[src/hdl/etc_regs.svh]
// register map, field positions, reset values and timing figures of the
// exposure timing controller; assumes a 20 MHz system clock
`ifndef ETC_REGS_SVH
`define ETC_REGS_SVH

// ----------------------------------------------------------------
// register byte addresses
// ----------------------------------------------------------------
`define ETC_ADDR_CTRL 8'h00
`define ETC_ADDR_TIMER1 8'h04
`define ETC_ADDR_TIMER2 8'h08
`define ETC_ADDR_STATUS 8'h0C

// ----------------------------------------------------------------
// fields and reset values
// ----------------------------------------------------------------
`define ETC_CTRL_MODE_LSB 0
`define ETC_CTRL_MODE_MSB 1
`define ETC_CTRL_FMT8_BIT 4
`define ETC_TIMER_MSB 23
`define ETC_CTRL_RST 32'h0000_0001
`define ETC_TIMER1_RST 24'h00_03E8
`define ETC_TIMER2_RST 24'h00_5208

// ----------------------------------------------------------------
// timing figures (microseconds for limits, nanoseconds for delays)
// ----------------------------------------------------------------
`define ETC_CLK_MHZ 20
`define ETC_TIMER1_MIN_US 6
`define ETC_TIMER2_MIN_US 35
`define ETC_START_DLY_NS 3700
`define ETC_OVERHEAD_NS 94500
`define ETC_JITTER_MAX_NS 25000
`define ETC_FV_MARGIN_NS 1000

`endif

[src/hdl/etc_pkg.sv]
// types shared by the exposure timing controller
// assumes etc_regs.svh carries the numeric constants
package etc_pkg;

  // exposure control modes as written to the mode field
  typedef enum logic [1:0]
  {
    ETC_MODE_LEVEL = 2'b00,
    ETC_MODE_PROG = 2'b01,
    ETC_MODE_FREE = 2'b10,
    ETC_MODE_RSVD = 2'b11
  } etc_mode_t;

  // sequencer states
  typedef enum logic [2:0]
  {
    ETC_IDLE,
    ETC_DELAY,
    ETC_JITTER,
    ETC_EXPOSE,
    ETC_LEVEL,
    ETC_WAITFV,
    ETC_HIGH
  } etc_state_t;

  // settings latched at the start of each exposure cycle
  typedef struct packed
  {
    etc_mode_t mode;
    logic fmt8;
    logic [23:0] t1_us;
    logic [23:0] t2_us;
  } etc_cfg_t;

  // video word towards the frame grabber
  typedef struct packed
  {
    logic fval;
    logic dval;
    logic [9:0] pix0;
    logic [9:0] pix1;
  } etc_vid_t;

endpackage

[src/hdl/etc_top.sv]
// exposure timing controller: trigger, free-run and readout sequencing,
// APB register slave and dual-pixel video output
// assumes a 20 MHz CLK_SYS_IN, pixel inputs on that clock, and a trigger
// pin from the frame grabber that is asynchronous to it
`include "etc_regs.svh"
`timescale 1ns/1ps
`default_nettype none

module etc_top
#(
  parameter int FRAME_CYC = 504008
)
(
  input wire logic CLK_SYS_IN,
  input wire logic RESET_IN,
  input wire logic PSEL_IN,
  input wire logic PENABLE_IN,
  input wire logic PWRITE_IN,
  input wire logic [7:0] PADDR_IN,
  input wire logic [31:0] PWDATA_IN,
  output logic [31:0] PRDATA_OUT,
  output logic PREADY_OUT,
  output logic PSLVERR_OUT,
  input wire logic TRIG_IN,
  input wire logic [9:0] PIX_A_IN,
  input wire logic [9:0] PIX_B_IN,
  output logic FVAL_OUT,
  output logic DVAL_OUT,
  output logic [9:0] PIX0_OUT,
  output logic [9:0] PIX1_OUT
);

  // ----------------------------------------------------------------
  // derived cycle counts
  // ----------------------------------------------------------------
  localparam int CYC_PER_US = `ETC_CLK_MHZ;
  localparam int START_CYC = (`ETC_START_DLY_NS * `ETC_CLK_MHZ + 999) / 1000;
  localparam int OVH_CYC = (`ETC_OVERHEAD_NS * `ETC_CLK_MHZ + 999) / 1000;
  localparam int JIT_CYC = (`ETC_JITTER_MAX_NS * `ETC_CLK_MHZ) / 1000;
  localparam int FVM_CYC = (`ETC_FV_MARGIN_NS * `ETC_CLK_MHZ + 999) / 1000;

  generate
    if (FRAME_CYC < 1)
    begin : g_bad_frame
      $error("etc_top: FRAME_CYC must be at least 1");
    end
  endgenerate

  // microseconds to clock cycles, used for both timers
  function automatic logic [31:0] us_to_cyc(input logic [23:0] us);
    us_to_cyc = 32'({8'h00, us} * CYC_PER_US);
  endfunction

  // clamp a written timer to its least legal value
  function automatic logic [23:0] clamp_us(input logic [31:0] v,
                                           input logic [23:0] lo);
    logic [23:0] f;
    f = v[`ETC_TIMER_MSB:0];
    clamp_us = (f < lo) ? lo : f;
  endfunction

  // ----------------------------------------------------------------
  // trigger pin synchroniser and edge detect
  // ----------------------------------------------------------------
  logic trig_s1_r;
  logic trig_s2_r;
  logic trig_d_r;
  logic trig_rise;
  logic trig_fall;

  // first stage feeds only the second; edges come from later stages
  always_ff @(posedge CLK_SYS_IN)
  begin
    if (RESET_IN)
    begin
      trig_s1_r <= 1'b0;
      trig_s2_r <= 1'b0;
      trig_d_r <= 1'b0;
    end
    else
    begin
      trig_s1_r <= TRIG_IN;
      trig_s2_r <= trig_s1_r;
      trig_d_r <= trig_s2_r;
    end
  end

  assign trig_rise = trig_s2_r & ~trig_d_r;
  assign trig_fall = ~trig_s2_r & trig_d_r;

  // ----------------------------------------------------------------
  // APB register slave
  // ----------------------------------------------------------------
  etc_pkg::etc_cfg_t reg_r;
  etc_pkg::etc_cfg_t reg_nxt;
  logic [31:0] prdata_r;
  logic [31:0] prdata_nxt;
  logic slverr_r;
  logic slverr_nxt;
  logic apb_setup;
  logic hit;
  etc_pkg::etc_state_t st_r;
  etc_pkg::etc_vid_t vid_r;

  assign apb_setup = PSEL_IN & ~PENABLE_IN;
  assign hit = (PADDR_IN == `ETC_ADDR_CTRL) | (PADDR_IN == `ETC_ADDR_TIMER1)
             | (PADDR_IN == `ETC_ADDR_TIMER2) | (PADDR_IN == `ETC_ADDR_STATUS);

  // decode in setup, so the zero-wait access phase finds data ready
  always_comb
  begin
    reg_nxt = reg_r;
    prdata_nxt = prdata_r;
    slverr_nxt = slverr_r;
    if (apb_setup)
    begin
      slverr_nxt = ~hit;
      prdata_nxt = 32'h0000_0000;
      if (!PWRITE_IN)
      begin
        unique case (PADDR_IN)
          `ETC_ADDR_CTRL:
            prdata_nxt = {27'h000_0000, reg_r.fmt8, 2'b00, reg_r.mode};
          `ETC_ADDR_TIMER1: prdata_nxt = {8'h00, reg_r.t1_us};
          `ETC_ADDR_TIMER2: prdata_nxt = {8'h00, reg_r.t2_us};
          `ETC_ADDR_STATUS:
            prdata_nxt = {27'h000_0000, vid_r.fval, 1'b0, st_r};
          default: prdata_nxt = 32'h0000_0000;
        endcase
      end
    end
    // writes land on the completing edge of the access phase
    if (PSEL_IN && PENABLE_IN && PWRITE_IN)
    begin
      unique case (PADDR_IN)
        `ETC_ADDR_CTRL:
        begin
          // reserved code falls back to timed mode
          reg_nxt.mode = (PWDATA_IN[`ETC_CTRL_MODE_MSB:`ETC_CTRL_MODE_LSB]
                          == 2'b11) ? etc_pkg::ETC_MODE_PROG
                        : etc_pkg::etc_mode_t'(PWDATA_IN[
                          `ETC_CTRL_MODE_MSB:`ETC_CTRL_MODE_LSB]);
          reg_nxt.fmt8 = PWDATA_IN[`ETC_CTRL_FMT8_BIT];
        end
        `ETC_ADDR_TIMER1:
          reg_nxt.t1_us = clamp_us(PWDATA_IN,
                                   24'(`ETC_TIMER1_MIN_US));
        `ETC_ADDR_TIMER2:
          reg_nxt.t2_us = clamp_us(PWDATA_IN,
                                   24'(`ETC_TIMER2_MIN_US));
        default: reg_nxt = reg_r;
      endcase
    end
  end

  always_ff @(posedge CLK_SYS_IN)
  begin
    if (RESET_IN)
    begin
      reg_r <= {2'(`ETC_CTRL_RST), 1'b0, `ETC_TIMER1_RST, `ETC_TIMER2_RST};
      prdata_r <= 32'h0000_0000;
      slverr_r <= 1'b0;
    end
    else
    begin
      reg_r <= reg_nxt;
      prdata_r <= prdata_nxt;
      slverr_r <= slverr_nxt;
    end
  end

  assign PRDATA_OUT = prdata_r;
  assign PREADY_OUT = 1'b1;
  assign PSLVERR_OUT = slverr_r & PSEL_IN & PENABLE_IN;

  // ----------------------------------------------------------------
  // exposure sequencer
  // ----------------------------------------------------------------
  etc_pkg::etc_state_t st_nxt;
  etc_pkg::etc_cfg_t cfg_r;
  etc_pkg::etc_cfg_t cfg_nxt;
  logic [31:0] cnt_r;
  logic [31:0] cnt_nxt;
  logic [15:0] fvlow_r;
  logic [15:0] fvlow_nxt;
  logic rd_go;
  logic fv_ok;

  // frame valid has been low long enough to start a new readout
  assign fv_ok = (fvlow_r >= 16'(FVM_CYC));

  always_comb
  begin
    st_nxt = st_r;
    cfg_nxt = cfg_r;
    cnt_nxt = cnt_r;
    rd_go = 1'b0;
    unique case (st_r)
      etc_pkg::ETC_IDLE:
      begin
        cfg_nxt = reg_r;
        unique case (reg_r.mode)
          etc_pkg::ETC_MODE_FREE:
          begin
            // trigger not looked at here
            st_nxt = etc_pkg::ETC_EXPOSE;
            cnt_nxt = us_to_cyc(reg_r.t1_us) + 32'(OVH_CYC) - 32'd1;
          end
          etc_pkg::ETC_MODE_LEVEL:
            if (trig_fall)
              st_nxt = etc_pkg::ETC_LEVEL;
          default:
            if (trig_rise && vid_r.fval)
            begin
              st_nxt = etc_pkg::ETC_JITTER;
              cnt_nxt = 32'd0;
            end
            else if (trig_rise)
            begin
              st_nxt = etc_pkg::ETC_DELAY;
              cnt_nxt = 32'(START_CYC) - 32'd1;
            end
        endcase
      end
      etc_pkg::ETC_DELAY:
        if (cnt_r == 32'd0)
        begin
          st_nxt = etc_pkg::ETC_EXPOSE;
          cnt_nxt = us_to_cyc(cfg_r.t1_us) + 32'(OVH_CYC) - 32'd1;
        end
        else
          cnt_nxt = cnt_r - 32'd1;
      etc_pkg::ETC_JITTER:
        // start once the old frame is out, never later than the bound
        if (!vid_r.fval || cnt_r == 32'(JIT_CYC) - 32'd1)
        begin
          st_nxt = etc_pkg::ETC_EXPOSE;
          cnt_nxt = us_to_cyc(cfg_r.t1_us) + 32'(OVH_CYC)
                  - cnt_r - 32'd2;
        end
        else
          cnt_nxt = cnt_r + 32'd1;
      etc_pkg::ETC_EXPOSE:
        if (cnt_r != 32'd0)
          cnt_nxt = cnt_r - 32'd1;
        else if (fv_ok)
        begin
          rd_go = 1'b1;
          st_nxt = (cfg_r.mode == etc_pkg::ETC_MODE_FREE)
                 ? etc_pkg::ETC_HIGH : etc_pkg::ETC_IDLE;
          cnt_nxt = us_to_cyc(cfg_r.t2_us) - 32'd1;
        end
        else
          st_nxt = etc_pkg::ETC_WAITFV;
      etc_pkg::ETC_LEVEL:
        if (trig_rise && fv_ok)
        begin
          rd_go = 1'b1;
          st_nxt = etc_pkg::ETC_IDLE;
        end
        else if (trig_rise)
          st_nxt = etc_pkg::ETC_WAITFV;
      etc_pkg::ETC_WAITFV:
        // readout held off until the previous frame has cleared
        if (fv_ok)
        begin
          rd_go = 1'b1;
          st_nxt = (cfg_r.mode == etc_pkg::ETC_MODE_FREE)
                 ? etc_pkg::ETC_HIGH : etc_pkg::ETC_IDLE;
          cnt_nxt = us_to_cyc(cfg_r.t2_us) - 32'd1;
        end
      etc_pkg::ETC_HIGH:
        if (cnt_r == 32'd0)
          st_nxt = etc_pkg::ETC_IDLE;
        else
          cnt_nxt = cnt_r - 32'd1;
      default:
        st_nxt = etc_pkg::ETC_IDLE;
    endcase
    // saturating count of cycles with frame valid low
    if (vid_r.fval)
      fvlow_nxt = 16'h0000;
    else
      fvlow_nxt = fv_ok ? fvlow_r : fvlow_r + 16'h0001;
  end

  always_ff @(posedge CLK_SYS_IN)
  begin
    if (RESET_IN)
    begin
      st_r <= etc_pkg::ETC_IDLE;
      cfg_r <= {2'(`ETC_CTRL_RST), 1'b0, `ETC_TIMER1_RST, `ETC_TIMER2_RST};
      cnt_r <= 32'h0000_0000;
      fvlow_r <= 16'h0000;
    end
    else
    begin
      st_r <= st_nxt;
      cfg_r <= cfg_nxt;
      cnt_r <= cnt_nxt;
      fvlow_r <= fvlow_nxt;
    end
  end

  // ----------------------------------------------------------------
  // readout and video output
  // ----------------------------------------------------------------
  logic [31:0] frm_r;
  logic [31:0] frm_nxt;
  etc_pkg::etc_vid_t vid_nxt;

  // two pixels each clock; 8-bit mode keeps the top bits of each
  always_comb
  begin
    frm_nxt = frm_r;
    if (rd_go)
      frm_nxt = 32'(FRAME_CYC);
    else if (frm_r != 32'd0)
      frm_nxt = frm_r - 32'd1;
    vid_nxt.fval = (frm_nxt != 32'd0);
    vid_nxt.dval = (frm_nxt != 32'd0);
    if (frm_nxt == 32'd0)
    begin
      vid_nxt.pix0 = 10'h000;
      vid_nxt.pix1 = 10'h000;
    end
    else if (cfg_r.fmt8)
    begin
      vid_nxt.pix0 = {2'b00, PIX_A_IN[9:2]};
      vid_nxt.pix1 = {2'b00, PIX_B_IN[9:2]};
    end
    else
    begin
      vid_nxt.pix0 = PIX_A_IN;
      vid_nxt.pix1 = PIX_B_IN;
    end
  end

  always_ff @(posedge CLK_SYS_IN)
  begin
    if (RESET_IN)
    begin
      frm_r <= 32'h0000_0000;
      vid_r <= '0;
    end
    else
    begin
      frm_r <= frm_nxt;
      vid_r <= vid_nxt;
    end
  end

  assign FVAL_OUT = vid_r.fval;
  assign DVAL_OUT = vid_r.dval;
  assign PIX0_OUT = vid_r.pix0;
  assign PIX1_OUT = vid_r.pix1;

endmodule // etc_top

`default_nettype wire

[config.mk]
export PLATFORM = sky130hd
export DESIGN_NAME = etc_top
export DESIGN_NICKNAME = d
export VERILOG_FILES = /design/src/hdl/etc_pkg.sv /design/src/hdl/etc_top.sv
export VERILOG_INCLUDE_DIRS = /design/src /design/src/hdl
export SDC_FILE = /design/constraint.sdc
export NUM_CORES = 1
export LEC_CHECK = 0
export BUFFER_PORTS_ARGS = -buffer_cell sky130_fd_sc_hd__clkbuf_2
export CAP_MARGIN = 20
export CORE_MARGIN = 3
export CORE_UTILIZATION = 55
export CTS_BUF_LIST = sky130_fd_sc_hd__clkbuf_8
export CTS_CLUSTER_DIAMETER = 100
export CTS_CLUSTER_SIZE = 24
export DETAILED_ROUTE_END_ITERATION = 12
export HOLD_SLACK_MARGIN = 0.02
export PLACE_DENSITY = 0.75
export SKIP_CTS_REPAIR_TIMING = 1
export SYNTH_ARGS = -nofsm -noshare
export SYNTH_HDL_FRONTEND = slang
export SYNTH_SLANG_ARGS = --single-unit
[constraint.sdc]
create_clock -name CLK_SYS_IN -period 4.8 [get_ports CLK_SYS_IN]
set_input_delay 0.48 -clock CLK_SYS_IN [delete_from_list [all_inputs] [get_ports CLK_SYS_IN]]
set_output_delay 0.48 -clock CLK_SYS_IN [all_outputs]
set_load 0.01 [all_outputs]
==> metrics.txt <==
total congestion overflow 0; Post-Layout Inst Area 22,880 µm²; WHS Endpoint trig_s1_r; # diodes 0; vias in the first global route 19,450; crit path max fanout 4; H-tree levels 1; Vias around 21,000; TritonCTS clock tree done; Syn Area/Cell 7.557 µm²; Yosys cell types 90; core area 34,970 µm²; Worst slew margin 0.2865; FF-to-FF setup slack -420 ps; crit-path most repeated cell ha_4; PD cells 322.5 nW/µm²; Final nets 3,042; FF-to-FF End cnt_r[25]; clock sinks between 200 and 250; Max Cap Violations 0; Final period util 1.087; skew final 40.15 ps; HP Start TRIG_IN; synth warn 0; Setup WS pre-CTS -415.6 ps; synthesized instance count 2,613; worst path cell trace ha_4 -> ha_4 -> inv_2 -> fa_2 -> nand2b_4 -> a2111o_1 -> o311a_4 -> or2_2 -> nand3b_1 -> xnor2_2 -> ha_4 -> a211oi_1 -> nor2_1 -> o41ai_2 -> buf_4 -> o211a_4 -> nand2_2 -> o31a_1 -> xor2_2 -> a221o_1 -> a211o_1; Initial Util 0.5647; Fillers between 3,000 and 4,000; clock latency on the worst-skew pair 580 ps; Slowest-stage cell, CP a2111o_1; first-pass GRT wire length 106,800 µm; Area Growth Syn to Fin 15.84%; kind of critical path flop to flop; # IOs about 120; Async S/R FF share, synth 0; crit end category flop; Synth Flop Type dfxtp_1; die width 195.5 µm; IO buf count 104; Max clock buf depth 3; Pleak 9.400 nW; hold path cells 2; RePlAce Congestion 0.9623; Slew Limit Fails 0; Critical Path Start Type flop; Die Y ~200 µm; Die Area ~38,000 µm²; Crit path largest cell delay around 420 ps; synth top area cells dfxtp_1, ha_1, nand2_1; commonest non-fill, non-tap cell in the layout nand2_1; post-placement cell area between 20,000 and 25,000 µm²; root buf cell clkbuf_8; Worst-Margin Slew 1070 ps; Post-synth EDFFs 0; final design utilization 0.6542; ANT nets after route 0; initial antenna violation count 0; register area share after synthesis 0.2372; WL final 69,020 µm; Clock Pin Slew Worst Setup and Hold Paths 160 ps; endpoints failing hold 0; Bufs and invs on worst path 2; HP Class input pin to flop; arrival time of the worst setup path 5710 ps; layout cells sized above 1 0.1735; FF-to-FF Start cfg_r[27]; Setup WS post-layout -417.9 ps; Req. time, crit path 5300 ps; Num CTS Buffers 15; post-synth top area share 0.2372; hpwl dp between 50,000 and 60,000 µm; fmax between 0.15 and 0.2 GHz; total track usage 0.3393; Synth area leader dfxtp_1; final setup vio count 13; min cycle time layout approximately 5200 ps; vias per inst ~6.6; Mapped Area roughly 20,000 µm²; Top Family by Delay on Critical Path compound AO/OA/AOI/OAI gates; DRC errors left 0; Rows 68; VDD IR-drop max 455.8 µV; routed wire length per instance approximately 21 µm; Starting DRT DRC Count slightly above 2,000; R2R cell count 21; largest net degree at the start of global routing 123; synthesized flop and latch total 234; failing checks negative setup slack; router iterations before antenna repair 6; commonest cells after routing, fill and taps aside nand2_1, dfxtp_1, buf_4; unrepaired setup endpoints after global routing yes; status finished with violations
sequential cells by signal (all words and copies together), names as in the netlist:
signal	cells
cnt_r	32
slverr_r	1
reg_r	51
PIX0_OUT	10
trig_s1_r	1
frm_r	32
trig_s2_r	1
PIX1_OUT	10
DVAL_OUT	1
st_r	3
cfg_r	51
fvlow_r	16
trig_d_r	1
PRDATA_OUT	24
layer usage:
layer	wire length [µm]	up-vias	track usage
met5	0	-	0
met4	3684	0	0.1539
met3	6124	193	0.04727
met2	29680	1066	0.5183
met1	29530	10110	0.4752
li1	-	10020	-
logic make-up (layout without fill, tap and decap cells):
family          count (synthesis)  after routing  share of synthesized area
simple gates                  982            982                     0.2437
mux                            34             34                    0.01958
flops                         234            234                     0.2372
buf+inv                       246            432                    0.04999
xor+xnor                      176            176                    0.07806
fa+ha+maj                     172            172                     0.1101
compound gates                767            767                     0.2609
other cells                     2             10                  0.0003803
through the flow:
stage / power [W] / hold slack (ps) / TNS, ps / cells
6_report: 0.007378 / 151.6 / -2794 / 3262
3_3_place_gp: 0.005784 / 442.4 / -3145 / 3233
5_1_grt: 0.007775 / 147.0 / -5601 / 3262
3_5_place_dp: 0.005862 / 445.0 / -4221 / 3234
4_1_cts: 0.006916 / 129.7 / -4617 / 3254
2_1_floorplan: 0.004750 / 413.8 / 0 / 2621
synth_stat cells (all sizes together), types with 15 or more instances:
library cell / count
and2: 28
inv: 90
o21a: 19
ha: 169
o21ai: 116
and4: 17
or3: 22
xor2: 72
nor2b: 19
a21oi: 219
nor3: 84
xnor2: 104
dfxtp: 234
buf: 18
nand2b: 23
a31oi: 24
a221oi: 15
mux2i: 24
a22oi: 41
nand3: 95
and3: 22
nand2: 323
nor2: 197
o22ai: 30
o211ai: 36
clkbuf: 137
nor4: 54
nand4: 35
a22o: 28
a21o: 39
a211oi: 40
cell type report:
cell class                 instances  area, µm²  share of cell area
inverter                          91      341.6             0.01493
tap                              455      569.3             0.02489
clock buffer                      15      206.4            0.009025
multi-input combinational       2141      14820              0.6479
sequential                       234       4691              0.2051
timing repair buffer             321       2183             0.09544
clock inverter                     5      62.56            0.002735
power breakdown:
group	leakage (nW)	internal, W	switching, W
Combinational	7.36	0.00176	0.00226
Sequential	1.90	0.00210	0.000193
Clock	0.140	0.000322	0.000744
Total	9.40	0.00418	0.00320
worst register-to-register path, stage by stage (launching register included):
cell and delay [ps]:
dfxtp_4 390, ha_4 270, ha_4 120, inv_2 30, fa_2 330, nand2b_4 180
a2111o_1 420, o311a_4 160, or2_2 300, nand3b_1 220, xnor2_2 340, ha_4 280
a211oi_1 280, nor2_1 120, o41ai_2 260, buf_4 180, o211a_4 180, nand2_2 50
o31a_1 270, xor2_2 200, a221o_1 340, a211o_1 260
how the worst max path moves through the flow:
stage / start / endpoint / depth (start not counted)
5_1_grt: cfg_r[27] / cnt_r[25] / 21
4_1_cts: cfg_r[28] / cnt_r[28] / 18
3_3_place_gp: cfg_r[27] / cnt_r[28] / 20
2_1_floorplan: cfg_r[26] / cnt_r[25] / 20
3_5_place_dp: cfg_r[28] / cnt_r[28] / 18
6_report: cfg_r[27] / cnt_r[25] / 21
Power figures use the tool's default switching activity.
